[src/verilog/ringer_pkg.sv]
// constants, types and tone tables of the tone ringer core
package ringer_pkg;

    // ==========================================================
    // timing base
    // ==========================================================
    localparam int OSC_HZ = 32000;
    localparam int BAND_LOW_HZ = 14;
    localparam int BAND_HIGH_HZ = 66;
    localparam int SWEEP_SLOW_HZ = 10;
    localparam int SWEEP_FAST_HZ = 20;

    localparam int PER_W = 12;
    localparam int HALF_W = 7;
    localparam int SWEEP_W = 12;
    localparam int IDX_W = 2;

    // longest accepted ring period rounds down, shortest rounds up
    localparam logic [PER_W-1:0] PER_MAX = PER_W'(OSC_HZ / BAND_LOW_HZ);
    localparam logic [PER_W-1:0] PER_MIN =
        PER_W'((OSC_HZ + BAND_HIGH_HZ - 1) / BAND_HIGH_HZ);
    localparam logic [PER_W-1:0] PER_SAT = {PER_W{1'b1}};
    localparam logic [PER_W-1:0] PER_ONE = PER_W'(1);

    localparam logic [SWEEP_W-1:0] SWEEP_SLOW_LEN =
        SWEEP_W'(OSC_HZ / SWEEP_SLOW_HZ);
    localparam logic [SWEEP_W-1:0] SWEEP_FAST_LEN =
        SWEEP_W'(OSC_HZ / SWEEP_FAST_HZ);
    localparam logic [SWEEP_W-1:0] SWEEP_ONE = SWEEP_W'(1);

    localparam logic [IDX_W-1:0] IDX_FIRST = 2'h0;
    localparam logic [IDX_W-1:0] IDX_ONE = 2'h1;
    localparam logic [IDX_W-1:0] IDX_LAST2 = 2'h1;
    localparam logic [IDX_W-1:0] IDX_LAST3 = 2'h2;
    localparam logic [HALF_W-1:0] HALF_ONE = HALF_W'(1);

    // ==========================================================
    // tone select codes (a is the msb)
    // ==========================================================
    localparam logic [2:0] SEL_LOW3 = 3'h0;
    localparam logic [2:0] SEL_DEEP3 = 3'h1;
    localparam logic [2:0] SEL_HIGH3 = 3'h2;
    localparam logic [2:0] SEL_MID3 = 3'h3;
    localparam logic [2:0] SEL_HIGH2 = 3'h4;
    localparam logic [2:0] SEL_MID2 = 3'h5;
    localparam logic [2:0] SEL_TOP2 = 3'h6;
    localparam logic [2:0] SEL_LOW2 = 3'h7;

    typedef struct packed {
        logic three;
        logic [2:0][HALF_W-1:0] half;
    } tone_cfg_t;

    typedef enum logic {ST_IDLE, ST_RING} ring_state_t;

    // half period in oscillator ticks, rounded to nearest
    function automatic logic [HALF_W-1:0] half_of(input int hz);
        half_of = HALF_W'((OSC_HZ / 2 + hz / 2) / hz);
    endfunction

    function automatic tone_cfg_t mk3(input int f0, input int f1,
                                      input int f2);
        mk3.three = 1'b1;
        mk3.half = {half_of(f2), half_of(f1), half_of(f0)};
    endfunction

    function automatic tone_cfg_t mk2(input int f0, input int f1);
        mk2.three = 1'b0;
        mk2.half = {half_of(f1), half_of(f1), half_of(f0)};
    endfunction

    function automatic tone_cfg_t decode_tones(input logic [2:0] sel);
        if (sel == SEL_DEEP3) decode_tones = mk3(233, 382, 446);
        else if (sel == SEL_HIGH3) decode_tones = mk3(800, 1066, 1333);
        else if (sel == SEL_MID3) decode_tones = mk3(400, 533, 666);
        else if (sel == SEL_LOW3) decode_tones = mk3(466, 764, 892);
        else if (sel == SEL_HIGH2) decode_tones = mk2(1000, 1250);
        else if (sel == SEL_TOP2) decode_tones = mk2(1172, 1333);
        else if (sel == SEL_MID2) decode_tones = mk2(500, 625);
        else decode_tones = mk2(586, 666);
    endfunction

endpackage

[src/verilog/tone_square_gen.sv]
// square wave generator with complementary outputs
module tone_square_gen import ringer_pkg::*; (
    input wire logic clk_i,
    input wire logic rst_i,
    input wire logic tick_i,
    input wire logic run_i,
    input wire logic [HALF_W-1:0] half_i,
    output logic wave_pos_o,
    output logic wave_neg_o
);

    logic [HALF_W-1:0] half_cnt;
    logic half_done;

    assign half_done = (half_cnt >= half_i - HALF_ONE);

    // ==========================================================
    // half period counter
    // ==========================================================
    always_ff @(posedge clk_i or posedge rst_i) begin
        if (rst_i) begin
            half_cnt <= '0;
            wave_pos_o <= 1'b0;
            wave_neg_o <= 1'b1;
        end else if (!run_i) begin
            half_cnt <= '0;
            wave_pos_o <= 1'b0;
            wave_neg_o <= 1'b1;
        end else if (tick_i) begin
            if (half_done) begin
                half_cnt <= '0;
                wave_pos_o <= ~wave_pos_o;
                wave_neg_o <= wave_pos_o;
            end else begin
                half_cnt <= half_cnt + HALF_ONE;
            end
        end
    end

    a_toggle_on_tick: assert property (
        @(posedge clk_i) disable iff (rst_i)
        run_i && $past(run_i) && $changed(wave_pos_o) |-> $past(tick_i))
        else $error("tone toggled without oscillator tick");

endmodule // tone_square_gen

[src/verilog/tone_ringer_sequencer.sv]
// tone ringer core: ring band check, tone sequencer, bridge drive
//
// Behaviour
// tones only while ring frequency 14..66 Hz
// codes 000..011 pick three-tone sequences
// codes 100..111 pick two-tone sequences
// sweep select low 10 Hz, high 20 Hz
// each tone a 50% duty square wave
// two tone outputs always complementary
// all timing divided from 32 kHz oscillator
// start at first tone, advance per sweep
module tone_ringer_sequencer import ringer_pkg::*; (
    input wire logic clk_i,
    input wire logic rst_i,
    input wire logic main_osc_i,
    input wire logic ring_line_in_i,
    input wire logic [2:0] tone_sel_i,
    input wire logic sweep_fast_i,
    output logic bell_drive_pos_o,
    output logic bell_drive_neg_o,
    output logic ring_detect_o
);

    // ==========================================================
    // oscillator and ring edges
    // ==========================================================
    logic osc_q;
    logic ring_q;
    logic osc_tick;
    logic ring_rise;
    logic [PER_W-1:0] per_cnt;
    logic per_ok;
    logic per_long;

    assign osc_tick = main_osc_i & ~osc_q;
    assign ring_rise = osc_tick & ring_line_in_i & ~ring_q;
    assign per_ok = (per_cnt >= PER_MIN) && (per_cnt <= PER_MAX);
    assign per_long = (per_cnt > PER_MAX);

    always_ff @(posedge clk_i or posedge rst_i) begin
        if (rst_i) begin
            osc_q <= 1'b0;
        end else begin
            osc_q <= main_osc_i;
        end
    end

    always_ff @(posedge clk_i or posedge rst_i) begin
        if (rst_i) begin
            ring_q <= 1'b0;
        end else if (osc_tick) begin
            ring_q <= ring_line_in_i;
        end
    end

    // ==========================================================
    // ring period measurement
    // ==========================================================
    always_ff @(posedge clk_i or posedge rst_i) begin
        if (rst_i) begin
            per_cnt <= PER_SAT;
        end else if (ring_rise) begin
            per_cnt <= PER_ONE;
        end else if (osc_tick && per_cnt != PER_SAT) begin
            per_cnt <= per_cnt + PER_ONE;
        end
    end

    // in band only after two edges spaced within the band
    always_ff @(posedge clk_i or posedge rst_i) begin
        if (rst_i) begin
            ring_detect_o <= 1'b0;
        end else if (ring_rise) begin
            ring_detect_o <= per_ok;
        end else if (osc_tick && per_long) begin
            ring_detect_o <= 1'b0;
        end
    end

    // ==========================================================
    // sequencer
    // ==========================================================
    ring_state_t state;
    ring_state_t next_state;
    tone_cfg_t cfg;
    logic [SWEEP_W-1:0] sweep_cnt;
    logic [SWEEP_W-1:0] sweep_len;
    logic [IDX_W-1:0] tone_idx;
    logic [IDX_W-1:0] last_idx;
    logic [IDX_W-1:0] next_idx;
    logic step;
    logic tone_run;
    logic [HALF_W-1:0] tone_half;

    assign cfg = decode_tones(tone_sel_i);
    assign sweep_len = sweep_fast_i ? SWEEP_FAST_LEN : SWEEP_SLOW_LEN;
    assign last_idx = cfg.three ? IDX_LAST3 : IDX_LAST2;
    assign next_idx = (tone_idx >= last_idx) ? IDX_FIRST
                                             : tone_idx + IDX_ONE;
    assign step = (state == ST_RING) && osc_tick
                  && (sweep_cnt >= sweep_len - SWEEP_ONE);
    assign tone_run = (state == ST_RING);
    assign tone_half = cfg.half[tone_idx];

    always_comb begin
        next_state = state;
        case (state)
            ST_IDLE: begin
                if (ring_detect_o) begin
                    next_state = ST_RING;
                end
            end
            ST_RING: begin
                if (!ring_detect_o) begin
                    next_state = ST_IDLE;
                end
            end
            default: begin
                next_state = ST_IDLE;
            end
        endcase
    end

    always_ff @(posedge clk_i or posedge rst_i) begin
        if (rst_i) begin
            state <= ST_IDLE;
        end else begin
            state <= next_state;
        end
    end

    always_ff @(posedge clk_i or posedge rst_i) begin
        if (rst_i) begin
            sweep_cnt <= '0;
            tone_idx <= IDX_FIRST;
        end else if (state != ST_RING) begin
            sweep_cnt <= '0;
            tone_idx <= IDX_FIRST;
        end else if (step) begin
            sweep_cnt <= '0;
            tone_idx <= next_idx;
        end else if (osc_tick) begin
            sweep_cnt <= sweep_cnt + SWEEP_ONE;
        end
    end

    // ==========================================================
    // bridge drive
    // ==========================================================
    tone_square_gen u_gen (
        .clk_i(clk_i),
        .rst_i(rst_i),
        .tick_i(osc_tick),
        .run_i(tone_run),
        .half_i(tone_half),
        .wave_pos_o(bell_drive_pos_o),
        .wave_neg_o(bell_drive_neg_o)
    );

    // ==========================================================
    // checks
    // ==========================================================
    a_drive_complement: assert property (
        @(posedge clk_i) disable iff (rst_i)
        bell_drive_pos_o != bell_drive_neg_o)
        else $error("bridge outputs not complementary");

    a_silent_out_band: assert property (
        @(posedge clk_i) disable iff (rst_i)
        !ring_detect_o |=> ##1 !bell_drive_pos_o)
        else $error("tone output active outside ring band");

    a_band_accept: assert property (
        @(posedge clk_i) disable iff (rst_i)
        ring_rise && per_cnt >= PER_MIN && per_cnt <= PER_MAX
        |=> ring_detect_o ##1 (state == ST_RING))
        else $error("in-band ring not accepted");

    a_band_too_fast: assert property (
        @(posedge clk_i) disable iff (rst_i)
        ring_rise && per_cnt < PER_MIN |=> !ring_detect_o)
        else $error("ring above band accepted");

    a_band_too_slow: assert property (
        @(posedge clk_i) disable iff (rst_i)
        osc_tick && per_cnt > PER_MAX |=> !ring_detect_o)
        else $error("ring below band kept active");

    a_period_restart: assert property (
        @(posedge clk_i) disable iff (rst_i)
        ring_rise |=> per_cnt == PER_ONE)
        else $error("ring period count not restarted");

    a_run_follows: assert property (
        @(posedge clk_i) disable iff (rst_i)
        $changed(ring_detect_o) |=> tone_run == $past(ring_detect_o))
        else $error("tone enable does not follow ring detect");

    a_idle_quiet: assert property (
        @(posedge clk_i) disable iff (rst_i)
        !tone_run |=> !bell_drive_pos_o && bell_drive_neg_o)
        else $error("bridge not at rest while idle");

    a_start_first: assert property (
        @(posedge clk_i) disable iff (rst_i)
        $rose(tone_run) |-> tone_idx == IDX_FIRST && sweep_cnt == '0)
        else $error("sequence did not start at first tone");

    a_three_wrap: assert property (
        @(posedge clk_i) disable iff (rst_i)
        step && cfg.three && tone_idx == IDX_LAST3 |=> tone_idx == IDX_FIRST)
        else $error("three-tone sequence did not wrap");

    a_two_wrap: assert property (
        @(posedge clk_i) disable iff (rst_i)
        step && !cfg.three && tone_idx == IDX_LAST2 |=> tone_idx == IDX_FIRST)
        else $error("two-tone sequence did not wrap");

    a_sweep_hold: assert property (
        @(posedge clk_i) disable iff (rst_i)
        tone_run && !step && $past(tone_run)
        |=> $stable(tone_idx) || !tone_run)
        else $error("tone advanced before sweep period end");

    a_step_only: assert property (
        @(posedge clk_i) disable iff (rst_i)
        tone_run && $past(tone_run) && $changed(tone_idx) |-> $past(step))
        else $error("tone index moved without sweep step");

endmodule // tone_ringer_sequencer

[config.mk]
export PLATFORM = sky130hd
export DESIGN_NAME = tone_ringer_sequencer
export DESIGN_NICKNAME = d
export VERILOG_FILES = /design/src/verilog/ringer_pkg.sv /design/src/verilog/tone_square_gen.sv /design/src/verilog/tone_ringer_sequencer.sv
export SDC_FILE = /design/constraint.sdc
export NUM_CORES = 1
export LEC_CHECK = 0
export BUFFER_PORTS_ARGS = -buffer_cell sky130_fd_sc_hd__buf_2
export CAP_MARGIN = 10
export CORE_AREA = 2 2 65 97
export CTS_BUF_LIST = sky130_fd_sc_hd__clkbuf_8
export DETAILED_ROUTE_END_ITERATION = 12
export DIE_AREA = 0 0 67 99
export PLACE_DENSITY_LB_ADDON = 0.25
export SETUP_SLACK_MARGIN = 0.5
export SKIP_CTS_REPAIR_TIMING = 1
export SLEW_MARGIN = 20
export SYNTH_ARGS = -nofsm -noshare
export SYNTH_HDL_FRONTEND = slang
export SYNTH_SLANG_ARGS = --single-unit
[constraint.sdc]
create_clock -name clk_i -period 3 [get_ports clk_i]
set_input_delay 0.6 -clock clk_i [delete_from_list [all_inputs] [get_ports clk_i]]
set_output_delay 0.6 -clock clk_i [all_outputs]
set_load 0.02 [all_outputs]
==> results by stage, run 1 <==
Routing:
- For this block, the routed nets add up to 5.67 mm of wire.
- After detailed routing, the average wire length per cell comes to 13.9 um.
- After detailed routing, the number of remaining DRC violations is 0.
- For this block, the via count after detailed routing is 2,295.
- The first detailed-routing pass ran for 4 iterations.
- The violation count after the first detailed-routing iteration is 106.
- The vias per cell is 5.63.
- In this run the remaining antenna-violating nets after routing total 0.

CTS:
- The number of sinks handled by clock tree synthesis is 39.
- Buffers inserted during clock tree synthesis total 5.
- The clock transition at the registers of the reported paths is 80 ps.
- The clock root buffer master is sky130_fd_sc_hd__clkbuf_8.
- The longest clock path from root to sink contains 2 buffers.
- The clock tree from TritonCTS is built.
- The total number of H-tree levels is 2.
- The clock network latency to the later pin of the worst-skew pair is 290 ps.

Power and ir drop:
- Of the total power, the clock network draws 0.227.
- IR analysis of the VDD net gives a maximum drop of 0.340 mV.
- Of the total power, the share spent switching nets is 0.345.
- In this run the power density over the cells is 538 nW/um2.
- The total power is 1.69 mW.
- The analysis attributes to cell leakage a power of 1.38 nW.
- Of the total power, registers draw 0.443.
- The internal power of the cells totals 1.11 mW.
- The analysis attributes to net switching a power of 0.582 mW.
- The share of total power dissipated in combinational logic is 0.329.

Yosys:
- The average cell area after synthesis is 8.78 um2.
- The predominant post-synthesis flop cell is sky130_fd_sc_hd__dfrtp_1.
- The Yosys step of the flow raised 0 warnings.
- The sequential cell area fraction in the yosys report is 0.360.
- The cell count after synthesis came out at 314.
- The adder and majority cell fraction of the synthesized area is 0.0980.
- Summed over all instances, the cell type with the most area after synthesis is sky130_fd_sc_hd__dfrtp_1.
- The fraction of the mapped netlist area in compound gates is 0.154.
- Synthesis produced a netlist with a net count of 343.
- Of the total synthesized cell area, the portion taken by XOR and XNOR cells is 0.0826.
- The post-synthesis register bit count is 39.
- By area the synthesized netlist is led by sky130_fd_sc_hd__dfrtp_1 (24%), sky130_fd_sc_hd__dfstp_2 (12%), sky130_fd_sc_hd__ha_1 (9.1%).
- Counting flops with a built-in enable in the synthesized netlist gives 0.
- The share of synthesized cell area in and, or, nand and nor gates is 0.251.
- After synthesis, the most frequently instantiated cells are sky130_fd_sc_hd__nor2_1 (34), sky130_fd_sc_hd__nand2_1 (31), sky130_fd_sc_hd__dfrtp_1 (26), sky130_fd_sc_hd__o21ai_0 (22), sky130_fd_sc_hd__a21oi_1 (21).
- The count of unique library cells instantiated by Yosys is 61.
- Measured against the total synthesized area, the mux share comes to 0.00409.
- The area of the mapped netlist is 2760 um2.
- The largest family of logic cells by synthesized area is simple AND/OR/NAND/NOR gates.
- The share of synthesized area in the top cell type comes to 0.236.
- The cell with the most instances after synthesis is sky130_fd_sc_hd__nor2_1.
- Of all flip-flops after synthesis, the portion carrying an async set or reset was 1.00.

STA:
- The hold violation count in the final report was 0.
- The max-slew violation total from the final report is 0.
- The slew at the pin closest to its max-slew limit is 492 ps.
- The worst slew margin relative to its limit is 0.672.
- The post-route setup TNS is 0 ps.
- Setup violations remaining at the end of the flow were counted as 0.
- The worst setup slack after layout is 87.7 ps.
- The final period demand of the worst path is 2910 ps.
- For the final database, setup skew stands at 5.79 ps.
- Based on the critical path, the design can be clocked at up to 343 MHz.
- The ratio of final minimum period to clock period is 0.971.
- Setup repair after global routing could not meet its margin everywhere.

Floorplan:
- During I/O placement, the number of pins put on the boundary was 11.
- In this run the vertical extent of the chip is 99 um.
- The floorplan step defined a die boundary enclosing 6630 um2.
- The number of placement rows is 34.
- The core region is 5790 um2.
- The initial utilization of the core area, before any placement, comes to 0.476.
- The floorplan step set the die width to 67 um.

Global routing:
- The global route total overflow is 0.
- For this run, the total global-route usage over all layers was measured as 0.188.
- The via count of the first global-routing pass is 2,282.
- The pin count of the biggest net entering global routing is 40.
- The first global-routing pass estimated 9.87 mm of wire.
- The initial antenna violation count came to 0.

Outcome:
- The run finished with clean final reports.

Place:
- The congestion estimate from routability-driven global placement came to 0.794.
- In this run the tool buffered the top-level ports with 10 buffer cells.
- The instance area at placement is 2940 um2.
- In this run, placement finished with an instance count of 397.
- Detailed placement ended at an HPWL of 4.04 mm.
- Timing analysis after detailed placement gives a worst setup slack of -289 ps.

Setup path:
- The cell type group with the largest total delay on the critical path is adder cells.
- The kind of launch point of the worst setup path is a primary input.
- Traced cell by cell, the critical path runs through buf_8 > fa_2 > a21oi_2 > nor3_2 > nor3_1 > nor2_1 > ha_2 > xor2_1 > ha_1 > a21oi_2 > o21ai_2 > a211o_4 > nor2_4 > mux2_2.
- At the worst endpoint, the arrival time is 3150 ps.
- The category of the worst setup path capture point is a register.
- The largest fanout of any net on the critical path is 5.
- Among the stages of the critical path, the cell type that occurs most often is sky130_fd_sc_hd__a21oi_2.
- For the worst flop-to-flop path, the logic depth is 14.
- The cell type of the slowest stage on the worst timing path is sky130_fd_sc_hd__fa_2.
- The number of buffer and inverter stages on the critical path is 1.
- The critical path is of the in2reg type.
- In this run the number of cells on the critical path is 14.
- The delay contributed by the slowest stage of the critical path is 410 ps.
- The endpoint required time on the critical path is 3230 ps.

Finish:
- The net count of the finished layout is 364.
- The repair_antennas step left the layout with diodes totalling 0.
- Relative to the synthesized area, the layout overhead comes to 13.8%.
- The total of fill cells in the finished design is 560.
- With fillers left out, the area of the finished cells amounts to 3140 um2.
- The proportion of layout cells with a drive suffix above 1 is 0.235.
- The count of non-filler cells in the finished layout is 408.

Flow run:
- The number of max-cap violations is 0.

Min path:
- The worst hold-check path type is in2async.
==> power by group through the flow <==
stage / clock network, mW / logic, mW / registers, mW
after CTS: 0.399 / 0.469 / 0.747
after global placement: 0 / 0.454 / 0.752
after floorplan: 0 / 0.347 / 0.745
after global routing: 0.417 / 0.633 / 0.763
final: 0.384 / 0.556 / 0.748
after detailed placement: 0 / 0.466 / 0.755
==> placed cells by master, fill, tap and decap left out, types with 2 or more instances in the layout <==
| cell | synthesis | layout |
|---|---|---|
| sky130_fd_sc_hd__xor2_1 | 15 | 15 |
| sky130_fd_sc_hd__o21a_1 | 2 | 2 |
| sky130_fd_sc_hd__clkbuf_8 | 1 | 7 |
| sky130_fd_sc_hd__dfrtp_1 | 26 | 26 |
| sky130_fd_sc_hd__nand2b_1 | 3 | 2 |
| sky130_fd_sc_hd__buf_8 | 0 | 2 |
| sky130_fd_sc_hd__o21ai_1 | 1 | 5 |
| sky130_fd_sc_hd__nor4_1 | 3 | 3 |
| sky130_fd_sc_hd__a21oi_2 | 0 | 4 |
| sky130_fd_sc_hd__a31oi_1 | 3 | 3 |
| sky130_fd_sc_hd__nand2_1 | 31 | 31 |
| sky130_fd_sc_hd__dfstp_2 | 13 | 13 |
| sky130_fd_sc_hd__nor2_1 | 34 | 34 |
| sky130_fd_sc_hd__buf_6 | 2 | 2 |
| sky130_fd_sc_hd__ha_1 | 20 | 19 |
| sky130_fd_sc_hd__and3_1 | 6 | 6 |
| sky130_fd_sc_hd__nor3_1 | 9 | 8 |
| sky130_fd_sc_hd__nand3_1 | 16 | 16 |
| sky130_fd_sc_hd__o21ai_0 | 22 | 14 |
| sky130_fd_sc_hd__inv_1 | 12 | 12 |
| sky130_fd_sc_hd__nor2_2 | 3 | 2 |
| sky130_fd_sc_hd__nor2b_1 | 5 | 5 |
| sky130_fd_sc_hd__nand4_1 | 6 | 6 |
| sky130_fd_sc_hd__a21oi_1 | 21 | 17 |
| sky130_fd_sc_hd__and2_1 | 2 | 2 |
| sky130_fd_sc_hd__o21ai_2 | 0 | 4 |
| sky130_fd_sc_hd__xnor2_1 | 11 | 11 |
| sky130_fd_sc_hd__a22o_1 | 3 | 3 |
| sky130_fd_sc_hd__buf_4 | 1 | 16 |
| sky130_fd_sc_hd__buf_2 | 7 | 7 |
| sky130_fd_sc_hd__nor3_2 | 1 | 2 |
| sky130_fd_sc_hd__nand2b_4 | 1 | 2 |
==> tightest hold or removal path, delay by kind of cell <==
| family | cells | cell delay (ps) |
|---|---|---|
| buffers and inverters | 3 | 540 |
==> cell type report <==
type | count | area, um2 | share of cell area
Multi-Input combinational cell | 249 | 1690 | 0.540
Sequential cell | 39 | 992 | 0.316
Timing Repair Buffer | 27 | 208 | 0.0662
Clock buffer | 7 | 96.3 | 0.0307
Tap cell | 72 | 90.1 | 0.0287
Inverter | 13 | 51.3 | 0.0164
Clock inverter | 1 | 3.75 | 0.00120
==> registers in the layout, indices dropped and copies added, names as in the netlist <==
signal / count
u_gen.wave_pos_o: 1
ring_q: 1
state: 1
osc_q: 1
tone_idx: 2
ring_detect_o: 1
u_gen.wave_neg_o: 1
per_cnt: 12
u_gen.half_cnt: 7
sweep_cnt: 12
==> cell families (layout without fill, tap and decap cells) <==
family | Yosys count | count (layout)
XOR/XNOR | 26 | 26
adder cells (fa/ha/maj) | 21 | 21
buffers and inverters | 27 | 48
flip-flops | 39 | 39
AND/OR/NAND/NOR | 133 | 133
AO/OA/AOI/OAI | 67 | 68
multiplexers | 1 | 1
==> stage by stage <==
stage               hold slack [ps]  utilization
floorplan                       495            -
global placement                441        0.507
detailed placement              451        0.507
CTS                             426        0.525
global route                    464        0.542
finish                          414        0.542
==> final timing paths <==
| path | to | slack, ps | startpoint |
|---|---|---|---|
| setup / recovery | u_gen.half_cnt[0] | 90 | tone_sel_i[2] |
| hold / removal | osc_q | 410 | rst_i |
| setup reg to reg | u_gen.wave_pos_o | 280 | tone_idx[0] |
| hold reg to reg | state | 460 | ring_detect_o |
| max in group asynchronous | u_gen.wave_neg_o | 2230 | rst_i |
| min in group clk_i | state | 460 | ring_detect_o |
==> layer usage <==
layer	wire (um)	up-vias	GRT usage
li1	-	1150	-
met1	2440	1104	0.218
met2	2980	27	0.333
met3	103	14	0.0251
met4	141	0	0.0832
met5	0	-	0
No activity file was read; power rests on OpenSTA's default activity.
==> inputs of run 2 (changes only) <==
--- a/config.mk
+++ b/config.mk
@@ -7,10 +7,10 @@
 export LEC_CHECK = 0
 export BUFFER_PORTS_ARGS = -buffer_cell sky130_fd_sc_hd__buf_2
 export CAP_MARGIN = 10
-export CORE_AREA = 2 2 65 97
+export CORE_AREA = 3 3 66 98
 export CTS_BUF_LIST = sky130_fd_sc_hd__clkbuf_8
 export DETAILED_ROUTE_END_ITERATION = 12
-export DIE_AREA = 0 0 67 99
+export DIE_AREA = 0 0 69 101
 export PLACE_DENSITY_LB_ADDON = 0.25
 export SETUP_SLACK_MARGIN = 0.5
 export SKIP_CTS_REPAIR_TIMING = 1
==> constraint.sdc (replaced) <==
create_clock -name clk_i -period 2.4 [get_ports clk_i]
set_input_delay 0.48 -clock clk_i [delete_from_list [all_inputs] [get_ports clk_i]]
set_output_delay 0.48 -clock clk_i [all_outputs]
set_load 0.02 [all_outputs]
==> run 2 against run 1 <==
The flow now finishes with violations (setup timing); final cell count is 1.7% higher; largest cell class unchanged; largest power group unchanged; via count hardly changed; sequential power is 25% higher; count of clock-buffer cells in the layout is 1 lower; design area is 1.6% higher; first-iteration DRC count is 33% higher.
==> results by stage, run 2 (same netlist as run 1, synthesis figures left out) <==
Outcome:
- The run finished, with violations left.
- The final reports fail on setup timing.

STA:
- The slew at the pin closest to its max-slew limit was 491 ps (-1.28 ps).
- The post-route setup TNS is -3730 ps (-3730 ps).
- The final period demand of the worst path is 2880 ps.
- The maximum frequency from static timing analysis is 348 MHz.
- The worst setup slack after layout is -477 ps (-564 ps).
- The count of endpoints failing setup in the final report is 9 (+9).
- Dividing the final minimum period by the clock period gives 1.20.
- The hold violation count in the final report is 0 (unchanged).
- Setup repair after global routing could not meet its margin everywhere.
- The max-slew violation total from the final report is 0 (unchanged).
- The worst clock skew is 10.0 ps (+4.25 ps).
- The worst slew margin relative to its limit is 0.673 (+0.000851).

Power and ir drop:
- The largest vdd supply drop came to 0.468 mV (+38%).
- The total power density per cell area is 660 nW/um2 (+23%).
- The total power is 2.10 mW (+25%).
- The reported leakage power is 1.41 nW (+2.0%).

CTS:
- The number of sinks handled by clock tree synthesis is 39 (unchanged).
- The maximum clock insertion buffer count came to 2 (unchanged).
- The clock buffer count from CTS came to 5 (unchanged).
- The clock network latency to the later pin of the worst-skew pair is 290 ps (about the same).
- The total number of H-tree levels is 2 (unchanged).
- The clock transition at the registers of the reported paths was 80 ps (about the same).
- The clock root buffer master is sky130_fd_sc_hd__clkbuf_8.
- The clock tree from TritonCTS is built.

Routing:
- The remaining number of nets flagged by the antenna check after routing was 0 (unchanged).
- The vias per cell came to 5.53 (-1.6%).
- The total DRC errors in the routed layout is 0 (unchanged).
- The wire length per cell is 13.7 um (-1.4%).
- The wire length after detailed routing was 5.68 mm (+0.25%).
- The number of optimization iterations in the first detailed-route pass is 6 (+2).
- The via count is 2,297 (+0.087%).
- The violation count after the first detailed-routing iteration came to 141 (+33%).

Finish:
- The total area of multi-input combinational cells is 1710 um2 (+0.96%).
- The library cell used most frequently in the layout, excluding fill and tap cells, is sky130_fd_sc_hd__nor2_1.
- The sequential cell area is 992 um2 (unchanged).
- The largest registers in the layout are per_cnt: 12 flops, sweep_cnt: 12 flops, u_gen.half_cnt: 7 flops.
- The number of nets in the final layout is 371 (+1.9%).
- The total of fill cells in the finished design is 559 (-0.18%).
- The library cells used most frequently in the layout, excluding fill and tap cells, are sky130_fd_sc_hd__nor2_1 (32), sky130_fd_sc_hd__nand2_1 (30), sky130_fd_sc_hd__dfrtp_1 (26), sky130_fd_sc_hd__buf_4 (23), sky130_fd_sc_hd__ha_1 (19).
- The layout overhead on the synthesized area is 15.6%.
- The final cell area excluding filler cells came to 3190 um2 (+1.6%).
- The number of antenna repair diodes came to 0 (unchanged).
- The proportion of layout cells with a drive suffix above 1 is 0.259 (+0.0244).

Floorplan:
- The core box area is 5790 um2 (unchanged).
- The floorplan die width is 69 um (+3.0%).
- The die boundary height came to 101 um (+2.0%).
- The total I/O pin count was 11 (unchanged).
- The area enclosed by the die boundary was 6970 um2 (+5.1%).
- The number of placement rows is 34 (unchanged).
- The initial cell density of the core is 0.476 (unchanged).

Flow run:
- The number of max-cap violations is 0 (unchanged).

Global routing:
- The global route total overflow is 0 (unchanged).
- The pin count of the biggest net entering global routing is 40 (unchanged).
- The via count of the first global-routing pass was 2,230 (-2.3%).
- The initial antenna violation count is 0 (unchanged).
- The first-pass GRT wire length is 9.88 mm (about the same).
- The global-route total usage across every layer came to 0.169 (-0.0184).

Place:
- The instance area at placement came to 2980 um2 (+1.5%).
- The final RePlAce weighted congestion is 0.883 (+11%).
- The worst-case setup slack after placement is -762 ps (-473 ps).
- The number of I/O port buffers is 10 (unchanged).
- The placed wire-length estimate after detailed placement is 4.14 mm (+2.4%).

Setup path:
- The category of the worst setup path capture point is a register.
- The arrival time of the worst setup path is 3110 ps (-40 ps).
- The endpoint required time on the critical path is 2630 ps (-600 ps).
- The reg-to-reg endpoint is u_gen.wave_pos_o.
- The reg-to-reg setup timing slack was -220 ps (-500 ps).
- The cell depth of the worst flop-to-flop path is 14 (unchanged).
- The worst setup path is of the in2reg kind.
- The largest fanout of any net on the critical path is 5 (unchanged).
- The worst register-to-register path begins at tone_idx[0].
- The kind of launch point of the worst setup path is a primary input.

Min path:
- The worst hold path belongs to the class in2async.
-- run 2: cell count changes in the layout (fill, tap and decap cells not counted), sizes merged --
cell	before	now
buf	27	34
clkbuf	7	6
clkinv	0	1
-- run 2: stage by stage --
step                hold WS [ps]  utilization  std cells
floorplan                    495            -        314
global placement             420        0.515        403
detailed placement           429        0.515        403
CTS                          314        0.531        411
global route                 339        0.551        415
finish                       287        0.551        415
-- run 2: area by class of cell --
type,count,share of cell area
Multi-Input combinational cell,249,0.537
Sequential cell,39,0.311
Timing Repair Buffer,34,0.0786
Tap cell,72,0.0283
Clock buffer,6,0.0259
Inverter,13,0.0161
Clock inverter,2,0.00275
-- run 2: worst max-delay path by stage --
| stage | start | end | slack, ps | depth (start not counted) |
|---|---|---|---|---|
| 2_1_floorplan | tone_sel_i[0] | u_gen.half_cnt[3] | -530 | 15 |
| 4_1_cts | tone_sel_i[2] | u_gen.half_cnt[3] | -460 | 14 |
| 5_1_grt | tone_sel_i[0] | u_gen.half_cnt[0] | -600 | 15 |
| 6_report | tone_sel_i[0] | u_gen.half_cnt[0] | -480 | 15 |
| 3_5_place_dp | tone_sel_i[2] | u_gen.half_cnt[3] | -760 | 14 |
| 3_3_place_gp | tone_sel_i[2] | u_gen.half_cnt[0] | -700 | 14 |
-- run 2: where the power goes --
group | switching (mW) | leakage [nW] | internal (mW)
logic | 0.382 | 0.883 | 0.335
clock network | 0.223 | 0.0524 | 0.228
registers | 0.131 | 0.470 | 0.804
-- run 2: per-layer routing --
| layer | share of wire | track usage | vias to the layer above |
|---|---|---|---|
| li1 | - | - | 1160 |
| met1 | 0.43 | 0.196 | 1089 |
| met2 | 0.53 | 0.313 | 37 |
| met3 | 0.020 | 0.0210 | 11 |
| met4 | 0.019 | 0.0677 | 0 |
| met5 | 0 | 0 | - |
-- run 2: worst max-delay path, cell delays in order --
cell                      delay [ps]
sky130_fd_sc_hd__buf_8            80
sky130_fd_sc_hd__inv_4            30
sky130_fd_sc_hd__fa_2            400
sky130_fd_sc_hd__a21oi_2         160
sky130_fd_sc_hd__nor3_2           60
sky130_fd_sc_hd__nor3_2          190
sky130_fd_sc_hd__nor2_2           70
sky130_fd_sc_hd__ha_2            190
sky130_fd_sc_hd__xor2_1          160
sky130_fd_sc_hd__ha_1            310
sky130_fd_sc_hd__a21oi_2         190
sky130_fd_sc_hd__o21ai_4         100
sky130_fd_sc_hd__a211o_4         380
sky130_fd_sc_hd__nor2_4          140
sky130_fd_sc_hd__mux2_4          150
